--- config.mk ---
export PLATFORM = sky130hd
export DESIGN_NAME = mlba_arbiter
export DESIGN_NICKNAME = d
export VERILOG_FILES = /design/src/mlba_pkg.sv /design/src/mlba_arbiter.sv
export VERILOG_INCLUDE_DIRS = /design/src
export SDC_FILE = /design/constraint.sdc
export NUM_CORES = 1
export LEC_CHECK = 0
export BUFFER_PORTS_ARGS = -buffer_cell sky130_fd_sc_hd__buf_4
export CORE_AREA = 3 3 176 178
export DETAILED_ROUTE_END_ITERATION = 6
export DIE_AREA = 0 0 179 181
export GPL_ROUTABILITY_DRIVEN = 0
export GPL_TIMING_DRIVEN = 0
export SLEW_MARGIN = 25
export SYNTH_ARGS = -nofsm -noshare
export SYNTH_HDL_FRONTEND = slang
export SYNTH_SLANG_ARGS = --single-unit
--- constraint.sdc ---
create_clock -name clk_sys_i -period 6.9 [get_ports clk_sys_i]
set_input_delay 2.07 -clock clk_sys_i [delete_from_list [all_inputs] [get_ports clk_sys_i]]
set_output_delay 2.07 -clock clk_sys_i [all_outputs]
set_load 0.005 [all_outputs]
--- src/mlba_regs.svh ---
`ifndef MLBA_REGS_SVH
`define MLBA_REGS_SVH

// ----------------------------------------
// master population
// ----------------------------------------
`define MLBA_N_CRY       3
`define MLBA_N_DMA       5

// ----------------------------------------
// slave decode
// ----------------------------------------
`define MLBA_NS          8
`define MLBA_SLV_LSB     28

// ----------------------------------------
// peripheral region and slot size
// ----------------------------------------
`define MLBA_PREG_BASE   32'h40000000
`define MLBA_SLOT_BYTES  32'h00001000
`define MLBA_SLOT_REGS   1024
`define MLBA_PID_W       5

`endif

--- src/mlba_pkg.sv ---
`include "mlba_regs.svh"

package mlba_pkg;

  // natural priority levels, lower code wins
  typedef enum logic [1:0] {
    MLBA_LVL_CPU  = 2'h0,
    MLBA_LVL_XCVR = 2'h1,
    MLBA_LVL_CRY  = 2'h2,
    MLBA_LVL_DMA  = 2'h3
  } mlba_lvl_t;

  typedef logic [`MLBA_PID_W-1:0] mlba_pid_t;

endpackage

--- src/mlba_arbiter.sv ---
// How it works
// - each slave has its own arbiter, so masters of different levels aimed at different slaves run in parallel.
// - among masters contending for a free slave the highest-priority one is granted first.
// - a lower master waits, request held, until the owning higher master ends its transaction.
// - while the owner pauses, a queued master gets single beats until the owner asks again.
// - masters of one priority level are never granted together and must not be run together.
// - master index order gives the fixed priority: cpu, transceiver, crypto group, serial group.
// - the crypto_coprocessor_masters and the serial_dma_masters each allow one active member.
// - every peripheral owns one 4096-byte slot of 1024 32-bit registers in the region.
// - the peripheral id is the slot number counted from the region base, 0 up to 31.
`timescale 1ns/100ps
`include "mlba_regs.svh"

module mlba_arbiter #(
  parameter  int N_CRY = `MLBA_N_CRY,
  parameter  int N_DMA = `MLBA_N_DMA,
  parameter  int NS    = `MLBA_NS,
  localparam int NM    = 2 + N_CRY + N_DMA,
  localparam int SW    = (NS > 1) ? $clog2(NS) : 1,
  localparam int MW    = $clog2(NM),
  localparam int PW    = `MLBA_PID_W
) (
  // clock and reset
  input  wire logic             clk_sys_i,
  input  wire logic             reset_i,
  // master beats
  input  wire logic [NM-1:0]    m_req_i,
  input  wire logic [NM-1:0]    m_last_i,
  input  wire logic [NM*32-1:0] m_addr_i,
  // master grants
  output logic      [NM-1:0]    m_gnt_o,
  // slave ownership
  output logic      [NS-1:0]    s_busy_o,
  output logic      [NS*MW-1:0] s_owner_o,
  // peripheral id decode
  output logic      [NM-1:0]    m_pid_hit_o,
  output logic      [NM*PW-1:0] m_pid_o
);

  localparam logic [31:0] PBASE    = `MLBA_PREG_BASE;
  localparam int          SLOT_LSB = $clog2(`MLBA_SLOT_BYTES);
  localparam int          REG_LSB  = SLOT_LSB - $clog2(`MLBA_SLOT_REGS);
  localparam int          RGN_LSB  = SLOT_LSB + PW;

  function automatic mlba_pkg::mlba_lvl_t lvl_of(input int m);
    if (m == 0) begin
      return mlba_pkg::MLBA_LVL_CPU;
    end else if (m == 1) begin
      return mlba_pkg::MLBA_LVL_XCVR;
    end else if (m < 2 + N_CRY) begin
      return mlba_pkg::MLBA_LVL_CRY;
    end else begin
      return mlba_pkg::MLBA_LVL_DMA;
    end
  endfunction

  logic [SW-1:0] tgt [NM];
  logic [NM-1:0] elig;
  logic [NM-1:0] open_q;
  logic [NM-1:0] slv_gnt [NS];

  // ----------------------------------------
  // target slave and peripheral id
  // ----------------------------------------
  for (genvar m = 0; m < NM; m++) begin : g_mst
    assign tgt[m] = m_addr_i[m*32+`MLBA_SLV_LSB +: SW];

    always_ff @(posedge clk_sys_i) begin
      if (reset_i) begin
        m_pid_hit_o[m] <= 1'b0;
      end else begin
        m_pid_hit_o[m] <= (m_addr_i[m*32+RGN_LSB +: 32-RGN_LSB] == PBASE[31:RGN_LSB]);
      end
    end

    always_ff @(posedge clk_sys_i) begin
      if (reset_i) begin
        m_pid_o[m*PW +: PW] <= '0;
      end else begin
        m_pid_o[m*PW +: PW] <= m_addr_i[m*32+SLOT_LSB +: PW];
      end
    end

    always_ff @(posedge clk_sys_i) begin
      if (reset_i) begin
        open_q[m] <= 1'b0;
      end else if (m_gnt_o[m]) begin
        open_q[m] <= ~m_last_i[m];
      end
    end
  end

  // ----------------------------------------
  // group exclusion
  // ----------------------------------------
  // one member per level
  always_comb begin
    logic grp_open;
    logic lower_req;
    grp_open  = 1'b0;
    lower_req = 1'b0;
    elig      = '0;
    for (int m = 0; m < NM; m++) begin
      grp_open  = 1'b0;
      lower_req = 1'b0;
      for (int j = 0; j < NM; j++) begin
        if (j != m && lvl_of(j) == lvl_of(m)) begin
          grp_open  = grp_open | open_q[j];
          lower_req = lower_req | ((j < m) & m_req_i[j]);
        end
      end
      if (open_q[m]) begin
        elig[m] = m_req_i[m];
      end else begin
        elig[m] = m_req_i[m] & ~grp_open & ~lower_req;
      end
    end
  end

  // ----------------------------------------
  // per-slave arbiters
  // ----------------------------------------
  // independent paths
  for (genvar s = 0; s < NS; s++) begin : g_slv
    logic [NM-1:0] cand;
    logic [NM-1:0] gnt;
    logic [MW-1:0] gidx;
    logic          own_v_q;
    logic [MW-1:0] own_q;

    always_comb begin
      for (int m = 0; m < NM; m++) begin
        cand[m] = elig[m] & (tgt[m] == SW'(s));
      end
    end

    always_comb begin
      logic found;
      found = 1'b0;
      gnt   = '0;
      gidx  = '0;
      if (own_v_q && cand[own_q]) begin
        gnt[own_q] = 1'b1;
        gidx       = own_q;
      end else begin
        // lowest index wins, also while owner pauses
        for (int m = 0; m < NM; m++) begin
          if (cand[m] && !found) begin
            gnt[m] = 1'b1;
            gidx   = MW'(m);
            found  = 1'b1;
          end
        end
      end
    end

    assign slv_gnt[s] = gnt;

    // ownership moves at beat boundaries only
    always_ff @(posedge clk_sys_i) begin
      if (reset_i) begin
        own_v_q <= 1'b0;
        own_q   <= '0;
      end else if (|gnt) begin
        if (own_v_q && gidx == own_q && m_last_i[gidx]) begin
          own_v_q <= 1'b0;
        end else if (!own_v_q && !m_last_i[gidx]) begin
          own_v_q <= 1'b1;
          own_q   <= gidx;
        end
      end
    end

    assign s_busy_o[s]            = own_v_q;
    assign s_owner_o[s*MW +: MW]  = own_q;

  end

  always_comb begin
    m_gnt_o = '0;
    for (int s = 0; s < NS; s++) begin
      m_gnt_o = m_gnt_o | slv_gnt[s];
    end
  end

  // ----------------------------------------
  // checks across masters
  // ----------------------------------------
  logic [PW-1:0] a0_slot;
  logic          a0_in_rgn;
  assign a0_slot   = m_addr_i[SLOT_LSB +: PW];
  assign a0_in_rgn = (m_addr_i[31:RGN_LSB] == PBASE[31:RGN_LSB]);

  logic unused_reg_lsb;
  assign unused_reg_lsb = (REG_LSB == 2);
endmodule

==> flow_summary.json <==
{
  "die_h_um": 181,
  "fin_crit_ps": 7300,
  "routedWlPerCell_um": 25.4,
  "cts_hold_buffers": 0,
  "fin_crit_sh": 1.06,
  "cp_max_fo": 10,
  "die_area_um2": 32400,
  "maxCapViolations": 0,
  "critical_path_class": "input pin to output pin",
  "hpwlAfterDp_um": 41600,
  "p_per_area_nw_per_um2": 172,
  "start_kind": "input pin",
  "syn-mean-instance-area_um2": 7.53,
  "grt_max_degree": 22,
  "worst_setup_path_end_kind": "output pin",
  "slowest_delay_ps": 450,
  "tightest_slew_ps": 1180,
  "maxSlewViolCount": 0,
  "dp_slack_ps": -1540,
  "synth.cell_area_um2": 10400,
  "worst_slack_ps": -398,
  "first_pass_iters": 7,
  "clock-skew-final_ps": 11.5,
  "required_ps": 4830,
  "core-area_um2": 29600,
  "ant_nets": 0,
  "path_clk_slew_ps": 90,
  "finalSetupViolCount": 10,
  "viasPerCell": 6.40,
  "design.portCount": 452,
  "max_freq_mhz": 137,
  "dpl_cell_area_um2": 13300,
  "clk_latency_ps": 380,
  "grt_antenna_before_repair": 1,
  "cts_buffers": 9,
  "crit_family": "compound AO/OA/AOI/OAI gates",
  "track_usage": 0.321,
  "design_area_um2": 15300,
  "synthDistinctLibCells": 100,
  "grt_pass1_wl_um": 79400,
  "ys_seq_area_frac": 0.208,
  "clk_root_buffer_cell": "clkbuf_16",
  "final_util": 0.519,
  "ys.flop_type": "dfxtp_1",
  "rows": 63,
  "power.internal_mw": 1.51,
  "worst_path_max_delay_cell": "a2111oi_4",
  "cp_num_buf_inv": 4,
  "grt_pass1_vias": 12796,
  "n_antenna_cell": 0,
  "drc": 30,
  "vdd_ir_drop_max_v": 0.000110,
  "ys_ff_latch": 108,
  "wirelength_um": 55500,
  "cts_tree": "yes",
  "gr-total-overflow": 0,
  "hp-class": "register to register",
  "cts.sinks": 108,
  "num_vias": 13994,
  "slew_headroom": 0.212,
  "status": "finished with violations",
  "drive_gt1_frac": 0.349,
  "io_buffers": 320,
  "cp_common_cell": "nand4_1",
  "cts_max_path_buffers": 2,
  "power.switching_mw": 1.14,
  "cp.arrival_ps": 5230,
  "pwr-share-comb": 0.507,
  "ys_warn_count": 0,
  "power_frac_seq": 0.278,
  "p_leak_nw": 6.26,
  "die_w_um": 179,
  "async_reset_ff_frac": 0,
  "synth-edff-count": 0,
  "initial_core_util": 0.351,
  "violations": "DRC, setup timing",
  "rsz0062_at_grt": "true",
  "synth_nets": 1722,
  "syn-instance-count": 1380,
  "area_growth_pct": 47.7,
  "hold_viol": 0,
  "drtIter0Drc": 2154,
  "htree_levels": 3,
  "swShare": 0.429,
  "nNetsFinal": 2134,
  "crit_chain": "buf_6 > nor2_1 > a31oi_2 > clkbuf_4 > o31ai_2 > o2111ai_4 > a211o_1 > buf_2 > mux2i_1 > nand4_1 > a2111oi_4 > nand4_1 > buf_4",
  "pwr-share-clk": 0.215
}
-- cell type report --
| cell class | count | area [µm²] |
|---|---|---|
| fill | 2823 | 14200 |
| multi-input combinational | 1140 | 8530 |
| timing repair buffer | 405 | 3130 |
| sequential | 108 | 2160 |
| buffer | 98 | 623 |
| tap | 390 | 488 |
| clock buffer | 9 | 225 |
| inverter | 30 | 113 |
| clock inverter | 7 | 80.1 |
-- worst reg2reg max path: cells and delay by family, from the launching register on --
kind	cells	cell delay [ps]
AOI/OAI and AO/OA	6	1940
buffers and inverters	4	1100
and+or+nand+nor	4	710
muxes	1	360
DFF	1	320
-- power groups by stage --
stage	sequential, mW	combinational (mW)	clock, mW
after floorplan	0.733	0.669	0
after global placement	0.744	1.09	0
after detailed placement	0.745	1.10	0
after CTS	0.732	1.24	0.577
after global routing	0.744	1.41	0.591
final	0.736	1.34	0.570
-- worst paths after layout --
check / startpoint / end / cells past startpoint / slack, ps
min: g_slv[4].own_v_q$_SDFFE_PP0P_ / g_slv[4].own_v_q$_SDFFE_PP0P_ / 2 / 550
max reg2reg: open_q[6]$_SDFFE_PP0P_ / g_slv[4].own_q[1]$_SDFFE_PP0P_ / 15 / 2360
min reg2reg: g_slv[4].own_v_q$_SDFFE_PP0P_ / g_slv[4].own_v_q$_SDFFE_PP0P_ / 2 / 550
max: m_req_i[6] / m_gnt_o[2] / 13 / -400
-- layout by cell type (no fill, tap or decap), types with 13 or more instances in the layout --
master and n:
nand3_1 35, dfxtp_1 108, o31ai_1 15, mux2i_1 67, nand4_1 33, o21ai_0 43
clkbuf_1 50, or3_1 19, nor3_1 66, inv_1 27, nand2b_1 26, a31oi_1 15
nor2b_1 69, xnor2_1 14, nor4_1 43, nand2_1 94, o211ai_1 26, nand4b_1 13
buf_6 20, nor2_1 115, a211oi_1 19, buf_4 397, a21oi_1 51
-- kinds of logic after synthesis --
| kind of cell | count (synthesis) | synth area share |
|---|---|---|
| muxes | 88 | 0.0916 |
| and+or+nand+nor | 675 | 0.373 |
| AOI/OAI and AO/OA | 354 | 0.253 |
| xor gates and xnor gates | 23 | 0.0194 |
| DFF | 108 | 0.208 |
| buffers and inverters | 132 | 0.0544 |
-- synth_stat cells (5+ instances only) --
master	n	area, µm²
nor2_1	115	432
dfxtp_1	108	2160
nand2_1	96	360
nor3_1	74	370
mux2i_1	72	721
clkbuf_1	70	263
nor2b_1	70	438
a21oi_1	56	280
nor4_1	55	344
o21ai_0	47	235
nand3_1	37	185
nand4_1	33	206
inv_1	27	101
nand2b_1	27	169
or3_1	27	169
o211ai_1	26	195
a31oi_1	22	138
a211oi_1	20	150
o2111ai_1	17	149
o31ai_1	17	128
or4_1	17	128
buf_2	15	75.1
xnor2_1	14	123
nand4b_1	13	114
nor3b_1	13	97.6
nor4b_1	13	114
and2_1	12	75.1
o22ai_1	12	75.1
a311oi_1	11	96.3
and3_1	11	68.8
a41oi_1	10	87.6
nand3b_1	10	75.1
or2_2	10	62.6
and4_1	9	78.8
buf_4	9	67.6
xor2_1	9	78.8
a21o_1	8	60.1
a22oi_1	8	60.1
mux2_2	8	90.1
o211a_1	7	70.1
o311ai_0	7	61.3
o41ai_1	7	61.3
a2111oi_0	6	52.6
and4b_1	5	50.1
o221ai_1	5	43.8
-- flip-flops by register name, summed over array words and instances (netlist names) --
signal and count:
g_slv.own_q 32, g_slv.own_v_q 8, m_pid_hit_o 10, m_pid_o 50
open_q 8
-- timing repair --
item / in CTS / in global routing
pin swaps: 54 / 40
gates resized for setup: 182 / 59
endpoints found under the setup margin: 10 / 10
setup buffers: 56 / 30
-- per-stage QoR --
step	setup TNS, ps	hold WS [ps]	total power, mW	cells
after floorplan	0	466	1.40	1380
after global placement	-10670	515	1.84	2090
after detailed placement	-10500	536	1.84	2090
after CTS	-1140	548	2.55	2159
after global routing	-2580	577	2.75	2187
final	-2270	549	2.65	2187
-- per-layer routing --
layer	vias up	wire length [µm]	track usage
li1	6181	-	-
met2	1056	22800	0.445
met3	243	6930	0.0996
met5	-	20	0
met4	2	3730	0.177
met1	6512	22100	0.437
Note: power is estimated with default switching activity, not from simulation.
